<file path="src/flag_bank_defines.svh">
// constants for the interrupt flag status bank: offsets, bit positions, resets
// assumes a 32-bit ahb-lite word map with one register per aligned word
`ifndef FLAG_BANK_DEFINES_SVH
`define FLAG_BANK_DEFINES_SVH

// register byte offsets
`define OFF_FLAGS_ONE   32'h0000_0000
`define OFF_FLAGS_TWO   32'h0000_0004
`define OFF_IRQ_STATUS  32'h0000_0008
`define OFF_IRQ_MASK    32'h0000_000c

// bit positions in interrupt_flags_one
`define BIT_CHANGE_NOTIFY   3
`define BIT_ONE_UNUSED      2
`define BIT_I2C_MASTER      1
`define BIT_I2C_SLAVE       0

// bit positions in interrupt_flags_two
`define BIT_TIMER_SIX       15
`define BIT_DMA_FOUR        14
`define BIT_TWO_UNUSED      13
`define BIT_OC_EIGHT        12
`define BIT_OC_SEVEN        11
`define BIT_OC_SIX          10
`define BIT_OC_FIVE         9
`define BIT_IC_SIX          8
`define BIT_IC_FIVE         7

// flags_two sits above flags_one in the combined 32-bit flag vector
`define TWO_BASE            16

// implemented bits of the combined vector {flags_two, flags_one}
`define FLAG_IMPL_MASK      32'hdf80_000b

// reset values
`define RST_FLAGS           32'h0000_0000
`define RST_IRQ_STATUS      32'h0000_0000
`define RST_IRQ_MASK        32'h0000_0000
`define RST_HRDATA          32'h0000_0000

`endif

</file>
<file path="src/flag_bank_pkg.sv">
// types for the interrupt flag status bank
// assumes flag_bank_defines.svh supplies all numeric constants
package flag_bank_pkg;

	typedef enum logic [1:0] {
		BUS_IDLE,
		BUS_WRITE,
		BUS_READ_WAIT,
		BUS_READ_DONE
	} bus_state_type;

	typedef logic [3:0] reg_sel_type;

endpackage : flag_bank_pkg

</file>
<file path="src/flag_cell.sv">
// one latched interrupt flag bit, set by hardware, read/write by software
// assumes set and write strobes come from logic on i_mclk
`timescale 1ns/1ps

module flag_cell (
	input  wire logic i_mclk,
	input  wire logic i_rstn,
	input  wire logic i_set,
	input  wire logic i_wr,
	input  wire logic i_wdata,
	output logic      o_flag
);

	logic flag_reg;
	logic flag_next;

	// a request in the same cycle as a software write wins
	assign flag_next = i_set ? 1'b1 : (i_wr ? i_wdata : flag_reg);

	always_ff @(posedge i_mclk or negedge i_rstn) begin
		if (!i_rstn) begin
			flag_reg <= 1'b0;
		end else begin
			flag_reg <= flag_next;
		end
	end

	assign o_flag = flag_reg;

endmodule : flag_cell

</file>
<file path="src/flag_bank.sv">
// interrupt flag status bank with ahb-lite register slave and masked interrupt
// assumes request inputs are synchronous to i_mclk and high for each request
//
// What this block does
// - a flag reads one after its source requests, zero when none pending
// - flags_one bit 3 latches change notification requests
// - flags_one bit 2 is unimplemented: reads zero, writes ignored
// - flags_one bit 1 latches first i2c master event requests
// - flags_one bit 0 latches first i2c slave event requests
// - flags_two bit 10 latches output compare 6 requests
// - flags_two bit 9 latches output compare 5 requests
`timescale 1ns/1ps
`include "flag_bank_defines.svh"

module flag_bank
	import flag_bank_pkg::*;
(
	input  wire logic        i_mclk,
	input  wire logic        i_rstn,
	input  wire logic        i_hsel,
	input  wire logic [31:0] i_haddr,
	input  wire logic [1:0]  i_htrans,
	input  wire logic        i_hwrite,
	input  wire logic [2:0]  i_hsize,
	input  wire logic [31:0] i_hwdata,
	input  wire logic        i_hready,
	output logic      [31:0] o_hrdata,
	output logic             o_hreadyout,
	output logic             o_hresp,
	input  wire logic        i_change_notify_req,
	input  wire logic        i_i2c_one_master_req,
	input  wire logic        i_i2c_one_slave_req,
	input  wire logic        i_timer_six_req,
	input  wire logic        i_dma_channel_four_req,
	input  wire logic        i_out_compare_eight_req,
	input  wire logic        i_out_compare_seven_req,
	input  wire logic        i_out_compare_six_req,
	input  wire logic        i_out_compare_five_req,
	input  wire logic        i_in_capture_six_req,
	input  wire logic        i_in_capture_five_req,
	output logic      [15:0] o_interrupt_flags_one,
	output logic      [15:0] o_interrupt_flags_two,
	output logic             o_irq
);

	////////////////////////////////////////////////////////////////////////////
	// address decode

	localparam logic [31:0] impl_mask = `FLAG_IMPL_MASK;

	function automatic reg_sel_type decode_addr(input logic [31:0] addr);
		reg_sel_type sel;
		sel    = 4'h0;
		sel[0] = (addr == `OFF_FLAGS_ONE);
		sel[1] = (addr == `OFF_FLAGS_TWO);
		sel[2] = (addr == `OFF_IRQ_STATUS);
		sel[3] = (addr == `OFF_IRQ_MASK);
		return sel;
	endfunction : decode_addr

	bus_state_type state_reg;
	bus_state_type state_next;
	reg_sel_type   sel_reg;
	reg_sel_type   sel_next;
	reg_sel_type   addr_sel;
	logic          accept;
	logic          wr_phase;
	logic          rd_load;

	assign addr_sel = decode_addr(i_haddr);
	assign accept   = i_hsel & i_htrans[1] & i_hready;
	assign wr_phase = (state_reg == BUS_WRITE);
	assign rd_load  = (state_reg == BUS_READ_WAIT);
	assign sel_next = accept ? addr_sel : sel_reg;

	////////////////////////////////////////////////////////////////////////////
	// bus state machine

	always_comb begin
		case (state_reg)
			BUS_READ_WAIT: begin
				state_next = BUS_READ_DONE;
			end
			BUS_IDLE, BUS_WRITE, BUS_READ_DONE: begin
				if (accept) begin
					state_next = i_hwrite ? BUS_WRITE : BUS_READ_WAIT;
				end else begin
					state_next = BUS_IDLE;
				end
			end
			default: begin
				state_next = BUS_IDLE;
			end
		endcase
	end

	always_ff @(posedge i_mclk or negedge i_rstn) begin
		if (!i_rstn) begin
			state_reg <= BUS_IDLE;
			sel_reg   <= 4'h0;
		end else begin
			state_reg <= state_next;
			sel_reg   <= sel_next;
		end
	end

	assign o_hreadyout = (state_reg != BUS_READ_WAIT);
	assign o_hresp     = 1'b0;

	////////////////////////////////////////////////////////////////////////////
	// request sources placed into the combined flag vector

	logic [31:0] src_vec;

	always_comb begin
		src_vec                                      = 32'h0000_0000;
		src_vec[`BIT_CHANGE_NOTIFY]                  = i_change_notify_req;
		src_vec[`BIT_I2C_MASTER]                     = i_i2c_one_master_req;
		src_vec[`BIT_I2C_SLAVE]                      = i_i2c_one_slave_req;
		src_vec[`TWO_BASE + `BIT_TIMER_SIX]          = i_timer_six_req;
		src_vec[`TWO_BASE + `BIT_DMA_FOUR]           = i_dma_channel_four_req;
		src_vec[`TWO_BASE + `BIT_OC_EIGHT]           = i_out_compare_eight_req;
		src_vec[`TWO_BASE + `BIT_OC_SEVEN]           = i_out_compare_seven_req;
		src_vec[`TWO_BASE + `BIT_OC_SIX]             = i_out_compare_six_req;
		src_vec[`TWO_BASE + `BIT_OC_FIVE]            = i_out_compare_five_req;
		src_vec[`TWO_BASE + `BIT_IC_SIX]             = i_in_capture_six_req;
		src_vec[`TWO_BASE + `BIT_IC_FIVE]            = i_in_capture_five_req;
	end

	////////////////////////////////////////////////////////////////////////////
	// flag bits

	logic [31:0] flag_vec;
	logic        wr_one;
	logic        wr_two;

	assign wr_one = wr_phase & sel_reg[0];
	assign wr_two = wr_phase & sel_reg[1];

	genvar gi;
	generate
		for (gi = 0; gi < 32; gi++) begin : g_flag
			if (impl_mask[gi]) begin : g_impl
				flag_cell u_cell (
					.i_mclk  (i_mclk),
					.i_rstn  (i_rstn),
					.i_set   (src_vec[gi]),
					.i_wr    ((gi < 16) ? wr_one : wr_two),
					.i_wdata (i_hwdata[gi % 16]),
					.o_flag  (flag_vec[gi])
				);
			end else begin : g_none
				assign flag_vec[gi] = 1'b0;
			end
		end
	endgenerate

	assign o_interrupt_flags_one = flag_vec[15:0];
	assign o_interrupt_flags_two = flag_vec[31:16];

	////////////////////////////////////////////////////////////////////////////
	// sticky interrupt status and mask

	logic [31:0] irq_status_reg;
	logic [31:0] irq_status_next;
	logic [31:0] irq_mask_reg;
	logic [31:0] irq_mask_next;
	logic [31:0] w1c_vec;

	assign w1c_vec         = (wr_phase & sel_reg[2]) ? i_hwdata : 32'h0000_0000;
	assign irq_status_next = (irq_status_reg & ~w1c_vec) | (src_vec & impl_mask);
	assign irq_mask_next   = (wr_phase & sel_reg[3]) ? (i_hwdata & impl_mask) : irq_mask_reg;

	always_ff @(posedge i_mclk or negedge i_rstn) begin
		if (!i_rstn) begin
			irq_status_reg <= `RST_IRQ_STATUS;
			irq_mask_reg   <= `RST_IRQ_MASK;
		end else begin
			irq_status_reg <= irq_status_next;
			irq_mask_reg   <= irq_mask_next;
		end
	end

	assign o_irq = |(irq_status_reg & irq_mask_reg);

	////////////////////////////////////////////////////////////////////////////
	// read data

	logic [31:0] rd_val;
	logic [31:0] hrdata_reg;
	logic [31:0] hrdata_next;

	assign rd_val = sel_reg[0] ? {16'h0000, flag_vec[15:0]} :
	                sel_reg[1] ? {16'h0000, flag_vec[31:16]} :
	                sel_reg[2] ? irq_status_reg :
	                sel_reg[3] ? irq_mask_reg : 32'h0000_0000;
	assign hrdata_next = rd_load ? rd_val : hrdata_reg;

	always_ff @(posedge i_mclk or negedge i_rstn) begin
		if (!i_rstn) begin
			hrdata_reg <= `RST_HRDATA;
		end else begin
			hrdata_reg <= hrdata_next;
		end
	end

	assign o_hrdata = hrdata_reg;
endmodule : flag_bank

</file>
<file path="config.mk">
export PLATFORM = sky130hd
export DESIGN_NAME = flag_bank
export DESIGN_NICKNAME = d
export VERILOG_FILES = /design/src/flag_bank_pkg.sv /design/src/flag_cell.sv /design/src/flag_bank.sv
export VERILOG_INCLUDE_DIRS = /design/src
export SDC_FILE = /design/constraint.sdc
export NUM_CORES = 1
export LEC_CHECK = 0
export ABC_AREA = 1
export ABC_CLOCK_PERIOD_IN_PS = 2100
export BUFFER_PORTS_ARGS = -buffer_cell sky130_fd_sc_hd__buf_4
export CAP_MARGIN = 20
export CORE_ASPECT_RATIO = 0.9
export CORE_MARGIN = 3
export CORE_UTILIZATION = 45
export CTS_CLUSTER_DIAMETER = 50
export DETAILED_ROUTE_END_ITERATION = 12
export PLACE_DENSITY = 0.81
export SLEW_MARGIN = 20
export SYNTH_ARGS = -nofsm -noshare
export SYNTH_HDL_FRONTEND = slang
export SYNTH_HIERARCHICAL = 1
export SYNTH_SLANG_ARGS = --single-unit
</file>
<file path="constraint.sdc">
create_clock -name i_mclk -period 2.1 [get_ports i_mclk]
set_input_delay 0.21 -clock i_mclk [delete_from_list [all_inputs] [get_ports i_mclk]]
set_output_delay 0.21 -clock i_mclk [all_outputs]
set_load 0.05 [all_outputs]
</file>
* Yosys cells after proc, flatten, opt, wreduce, memory -nomap -nowiden
Cells that the tools add are included.
** Word-level totals
- Bits in registers :: 92
- Bits of input ports :: 85
- Output and inout port bits :: 67
- Word-level logic and storage cells :: 78
** Cells by class
- Equality and inequality tests :: 7
- Multiplexer cells :: 30
- Bitwise operators :: 10
- Reductions and logical operators :: 15
** Operators by type and width (number)
- $mux W32 :: 5
- $and A32 B32 Y32 :: 2
- $eq A32 B4 Y1 const B :: 2
- $eq A32 B3 Y1 const B :: 1
- $logic_not A32 Y1 :: 1
- $not A32 Y32 :: 1
- $or A32 B32 Y32 :: 1
- $reduce_or A32 Y1 :: 1
- $mux W1 :: 22
- $reduce_bool A2 Y1 :: 11
- $and A1 B1 Y1 :: 6
- $eq A2 B2 Y1 const B :: 2
- $mux W2 :: 2
- $pmux W2 S2 :: 1
- $reduce_or A3 Y1 :: 1
- $eq A2 B1 Y1 const B :: 1
- $logic_not A2 Y1 :: 1
- $ne A2 B2 Y1 const B :: 1

* Longest topological paths before layout
Gate-level depths: netlist (run 1).
- Word-level depth :: 6
- Gate-level depth with buffers :: 6
- Depth with buffers taken out :: 6

* By module
The synthesis (run 1) kept the hierarchy.
** Modules (own cells, without submodules)
- flag_bank :: instances 1, cells each 459, area an instance 3799.9 um2, seq. area each 2026.9 um2
- flag_cell :: instances 11, cells each 6, area an instance 52.6 um2, seq. area each 25.0 um2

* Worst setup path after synthesis (run 1)
No wires, ideal clock.
- Path kind :: reg-to-reg
- From :: register state_reg[1]
- To :: register g_flag[23].g_impl.u_cell.flag_reg
- Library setup time :: 0.123 ns
- Arrival :: 1.342 ns
- Data required time :: 1.977 ns
- Setup slack :: 0.636 ns
- Stages on the path, launching flop included :: 7
- Buffers on the path :: 0
- Clock period less this slack :: 1.464 ns
- Path through :: dfrtp_1 > inv_1 > nand2_1 > nor2_1 > inv_1 > nand2_2 > nand3_2
** On the way
- Longest elaborated chain between the ends :: 3
** RTL lines
- from (decl) :: line flag_bank.sv:61 : bus_state_type state_reg;
- from (signal assigned) :: line flag_bank.sv:102 : state_reg <= state_next;
- $eq A2 B1 Y1 :: line flag_bank.sv:72 : assign wr_phase = (state_reg == BUS_WRITE);
- $and A1 B1 Y1 :: line flag_bank.sv:138 : assign wr_two = wr_phase & sel_reg[1];
- via wr_two :: line flag_bank.sv:135 : logic wr_two;
- $reduce_bool A2 Y1 (no source line)
- to (signal assigned) :: line flag_cell.sv:24 : flag_reg <= flag_next;
- to (decl) :: line flag_cell.sv:14 : logic flag_reg;
The timed path passes the listed nets, and every way through them passes these cells.
A chain may end at the register's enable or synchronous reset.

* Final worst setup path (run 1)
- From :: register state_reg[0]
- To :: output o_hreadyout
** On the way
- Longest elaborated chain between the ends :: 1
** RTL lines
- $ne A2 B2 Y1 :: line flag_bank.sv:107 : assign o_hreadyout = (state_reg != BUS_READ_WAIT);
- to (decl) :: line flag_bank.sv:28 : output logic o_hreadyout,
Every way passes these cells.

==> metrics.yaml, run 1 <==
holdCritStartpoint: "i_i2c_one_slave_req"
dp_hpwl_um: 7490
setup_viol: 0
synth_top_area_share_pct: 52.6
grt_util_all_layers_pct: 19.3
start_kind: "flip-flop"
r2r_setup_slack_ps: 440
grt_setup_unrepaired: "no"
outcome: "completed"
fin_skew_ps: 12.3
slowest_delay_ps: 460
seq_area_um2: 2300
synth-seq-area-share_pct: 52.6
path_delay_family: "buffers and inverters"
intPower_mw: 2.39
avgSynthCellArea_um2: 8.34
power.total_mw: 3.34
overflow: 0
post-route-period-util_pct: 85.3
drt_iter0_drc: 146
pwr-share-seq_pct: 53.7
area_growth_pct: 26.8
yosys-top-cells-area: "dfrtp_1 53%, inv_1 9.9%, nand2_1 9.5%"
clock.fmax_mhz: 559
synthCells: 525
ys_ff_latch: 92
vias_per_cell: 4.62
drive_gt1_share_pct: 27.7
synth_enable_flop_cells: 0
cp.buffers_inverters: 3
async_flop_share_pct: 100
postCtsResizedCells: 0
final_util_pct: 59.7
synth_commonest_cells: "115 x inv_1, 111 x nand2_1, 92 x dfrtp_1, 57 x o21ai_0, 37 x nor2_1"
fillCellCount: 810
synth_flop_cell: "dfrtp_1"
synth.most_common_cell: "inv_1"
holdWs_ps: 48.7
power_frac_comb_pct: 13.9
p_clk_share_pct: 32.4
vdd_drop_max_mv: 0.284
ff2ff_path_depth: 3
die_x_um: 110
hold_path_end: "irq_status_reg[0]"
h-tree-depth: 3
yosys.cell_types.count: 22
clk_latency_ps: 350
io_buffers: 125
p_leak_nw: 3.00
postRouteAntennaNets: 0
drv_slew: 0
drc: 0
path_depth: 4
drt_pass1_iterations: 4
slew_headroom_pct: 52.2
worstPathCellList: "inv_1, nand2_2, buf_4, buf_4"
worstSetupPathType: "flip-flop to output port"
hold_depth: 3
dieArea_um2: 10900
initial_core_util_pct: 47.1
chipHeight_um: 99.6
syn_area_um2: 4380
period_minus_slack_ps: 1790
layout.nets: 739
antenna_found_initial: 0
reg2reg_from: "state_reg[0]"
powerDensity_nw_per_um2: 602
numCtsBuffers: 9
yosysTopAreaCell: "dfrtp_1"
yosysWarnings: 6
power.switching_uw: 950
path_clk_slew_ps: 90
drt-total-wl_um: 10000
tightest_slew_ps: 715
io_pins: 152
multi_input_area_um2: 1470
hold_path.class: "input port to flip-flop"
cap_viol_max_count: 0
vias: 3605
cts_tree: "built"
cp.arrival_ps: 1580
place.gp.congestion: 0.814
slowest_stage: "dfrtp_1"
clock-sinks: 92
tns_ps: 0
grt_pass1_vias: 3546
cp_common_cell: "buf_4"
core_area_um2: 9290
rows: 33
clockBufferDepth: 2
worst-path-max-fanout: 12
required_ps: 1890
design_area_um2: 5550
final_hold_viol_count: 0
root_buffer: "clkbuf_8"
crit_path_end_kind: "output port"
place_area_um2: 5370
grt_max_degree: 53
detail_route.wl_per_cell_um: 12.9
grt_pass1_wl_um: 16600
swShare_pct: 28.4
r2r_end: "o_hrdata[11]"
diodes: 0
-- logic make-up after synthesis --
family          synth area share (%)
simple gates                    19.5
buf+inv                         15.7
compound gates                  12.1
other cells                   0.0857
flops                           52.6
-- power by group through the flow --
stage / logic [mW] / clock network [mW] / registers, mW
after floorplan: 0.296 / 0 / 1.83
after global placement: 0.459 / 0 / 1.83
after detailed placement: 0.471 / 0 / 1.83
after CTS: 0.474 / 1.12 / 1.80
after global routing: 0.509 / 1.19 / 1.80
final: 0.464 / 1.08 / 1.80
-- routing by layer --
metal / vias to the layer above / wire length (um) / global-route usage [%]
li1: 1803 / - / -
met1: 1657 / 4360 / 26.0
met2: 139 / 4830 / 31.3
met3: 6 / 784 / 4.35
met4: 0 / 66 / 5.47
met5: - / 0 / 0
-- layout make-up --
type	instances	area share (%)
multi-input combinational	302	26.4
tap	122	2.75
clock inverter	5	0.676
timing repair buffer	134	18.4
inverter	115	7.78
sequential	92	41.5
clock buffer	10	2.48
-- worst register-to-register path: cells and delay by family, from the launching register on --
family / cells / cell delay, ps
simple gates: 2 / 740
flops: 1 / 460
compound gates: 1 / 370
-- worst max-delay path by stage --
stage | from | to
detailed placement | state_reg[0] | o_hrdata[10]
floorplan | state_reg[1] | g_flag[23].g_impl.u_cell/o_flag
global route | state_reg[0] | o_hreadyout
CTS | state_reg[0] | o_hreadyout
global placement | state_reg[0] | o_hrdata[16]
finish | state_reg[0] | o_hreadyout
-- stage by stage --
step,setup WS (ps),instances
finish,310,780
global route,215,780
CTS,298,780
detailed placement,414,764
global placement,479,764
floorplan,636,546
-- layout by cell type, fill, tap and decap left out, types with 10 or more instances in the layout --
cell	n
inv_1	115
conb_1	22
clkbuf_8	10
buf_4	132
o21ai_0	57
a21oi_1	11
nand3_1	11
nor2_1	37
dfrtp_1	92
nand2_1	111
nand2_2	12
nand3_2	11
o21ai_1	12
-- what timing repair did --
| action | 4_1_cts | 5_1_grt |
|---|---|---|
| hold buffers | 1 | 0 |
| hold endpoints to repair | 40 | 0 |
| buffers inserted | 0 | 0 |
(Power assumes the default switching activity.)
==> run 2, diff against run 1 <==
--- a/config.mk
+++ b/config.mk
@@ -10,12 +10,15 @@
 export ABC_CLOCK_PERIOD_IN_PS = 2100
 export BUFFER_PORTS_ARGS = -buffer_cell sky130_fd_sc_hd__buf_4
 export CAP_MARGIN = 20
+export CELL_PAD_IN_SITES_DETAIL_PLACEMENT = 0
+export CELL_PAD_IN_SITES_GLOBAL_PLACEMENT = 2
 export CORE_ASPECT_RATIO = 0.9
 export CORE_MARGIN = 3
-export CORE_UTILIZATION = 45
+export CORE_UTILIZATION = 28
 export CTS_CLUSTER_DIAMETER = 50
 export DETAILED_ROUTE_END_ITERATION = 12
-export PLACE_DENSITY = 0.81
+export PLACE_DENSITY = 0.87
+export SKIP_CTS_REPAIR_TIMING = 1
 export SLEW_MARGIN = 20
 export SYNTH_ARGS = -nofsm -noshare
 export SYNTH_HDL_FRONTEND = slang
==> metrics.yaml, run 2 (synthesized netlist as in run 1, its figures left out) <==
outcome: "completed"
holdWs_ps: 65.3  # +16.7 ps
vias: 3590  # -0.42%
grt_util_all_layers_pct: 13.3  # -6.0 points
clock-sinks: 92  # unchanged
seq_area_um2: 2300  # unchanged
p_clk_share_pct: 41.8  # +9.4 points
antenna_found_initial: 0  # unchanged
final_hold_viol_count: 0  # unchanged
initial_core_util_pct: 29.1  # -18 points
worst-path-max-fanout: 21  # +9
io_buffers: 125  # unchanged
drt_iter0_drc: 158  # +8.2%
cap_viol_max_count: 0  # unchanged
layout.nets: 739  # unchanged
drv_slew: 0  # unchanged
die_x_um: 138  # +25%
power.switching_uw: 993  # +4.6%
h-tree-depth: 3  # unchanged
rows: 42  # +27%
fin_skew_ps: 7.90  # -4.41 ps
ff2ff_path_depth: 3  # unchanged
core_area_um2: 15000  # +62%
postRouteAntennaNets: 0  # unchanged
area_growth_pct: 32.0
hold_depth: 3  # unchanged
grt-busiest-layer: "met2"
cp.arrival_ps: 1990  # +410 ps
multi_input_area_um2: 1470  # unchanged
io_pins: 152  # unchanged
worstSetupPathType: "flip-flop to flip-flop"
tightest_slew_ps: 803  # +88.2 ps
grt_util_met1_pct: 17.9  # -8.1 points
intPower_mw: 2.93  # +22%
root_buffer: "clkbuf_16"
place.gp.congestion: 0.774  # -4.9%
fillCellCount: 1567  # +93%
chipHeight_um: 125  # +25%
post-route-period-util_pct: 83.5  # -1.7 points
grt_pass1_vias: 3588  # +1.2%
drive_gt1_share_pct: 27.2  # -0.50 points
dieArea_um2: 17200  # +57%
numCtsBuffers: 9  # unchanged
pwr-share-seq_pct: 45.9  # -7.8 points
overflow: 0  # unchanged
grt_max_degree: 40  # -25%
period_minus_slack_ps: 1750  # -36.1 ps
layout_common_cells: "131 x buf_4, 115 x inv_1, 111 x nand2_1, 92 x dfrtp_1, 57 x o21ai_0"
final_util_pct: 38.5  # -21 points
start_kind: "flip-flop"
met2_usage_pct: 20.9  # -10 points
crit_path_end_kind: "flip-flop"
clock.fmax_mhz: 570  # +2.1%
gr-usage-met3_pct: 3.55  # -0.79 points
clockBufferDepth: 2  # unchanged
drc: 0  # unchanged
cts_tree: "built"
grt_setup_unrepaired: "no"
hold_path.class: "input port to flip-flop"
grt_pass1_wl_um: 17900  # +7.7%
drt_pass1_iterations: 4  # unchanged
required_ps: 2340  # +450 ps
dp_hpwl_um: 8300  # +11%
clk_latency_ps: 340  # about the same
drt-total-wl_um: 11300  # +13%
vias_per_cell: 4.19  # -9.4%
final_common_cell: "buf_4"
setup_viol: 0  # unchanged
detail_route.wl_per_cell_um: 13.2  # +2.6%
slew_headroom_pct: 46.3  # -5.9 points
path_clk_slew_ps: 60  # -30 ps
diodes: 0  # unchanged
place_ws_ps: 346  # -68.3 ps
powerDensity_nw_per_um2: 678  # +13%
vdd_drop_max_mv: 0.442  # +56%
p_leak_nw: 3.07  # +2.2%
power.total_mw: 3.92  # +17%
swShare_pct: 25.3  # -3.1 points
setup_ws_ps: 346  # +36.1 ps
tns_ps: 0  # unchanged
power_frac_comb_pct: 12.3  # -1.6 points
==> run 2: worst paths after layout <==
check,startpoint,to,slack [ps]
max,state_reg[0],o_hrdata[16],350
min,i_out_compare_five_req,irq_status_reg[25],70
max reg2reg,state_reg[0],o_hrdata[16],350
min reg2reg,o_hrdata[17],o_hrdata[17],490
max in group asynchronous,i_rstn,sel_reg[3],1080
min in group asynchronous,i_rstn,g_flag[27].g_impl.u_cell/o_flag,370
==> run 2: metal layers <==
layer,wire (um),vias to the layer above
li1,-,1805
met1,5010,1647
met2,5220,126
met3,917,12
met4,155,0
met5,0,-
==> run 2: layout make-up <==
cell class | count | area share, %
Clock inverter | 1 | 0.519
Timing Repair Buffer | 134 | 17.9
Multi-Input combinational cell | 302 | 25.4
Inverter | 115 | 7.47
Sequential cell | 92 | 39.8
Clock buffer | 15 | 4.63
Tap cell | 198 | 4.29
==> run 2: power by group through the flow <==
stage	clock, mW	combinational [mW]	sequential [mW]
detailed placement	0	0.491	1.83
global placement	0	0.483	1.83
finish	1.64	0.484	1.80
global route	1.77	0.534	1.80
CTS	1.70	0.492	1.80
floorplan	0	0.296	1.83
==> run 2: worst max-delay path: stages, from the launching register on <==
cell and delay [ps]:
dfrtp_1 440, nor2_4 180, nand4_2 630, o21ai_0 390
==> run 2: stage by stage <==
stage | instances | instance area [um2]
floorplan | 546 | 4460
global route | 857 | 5780
global placement | 840 | 5470
detailed placement | 840 | 5470
CTS | 856 | 5770
finish | 857 | 5780
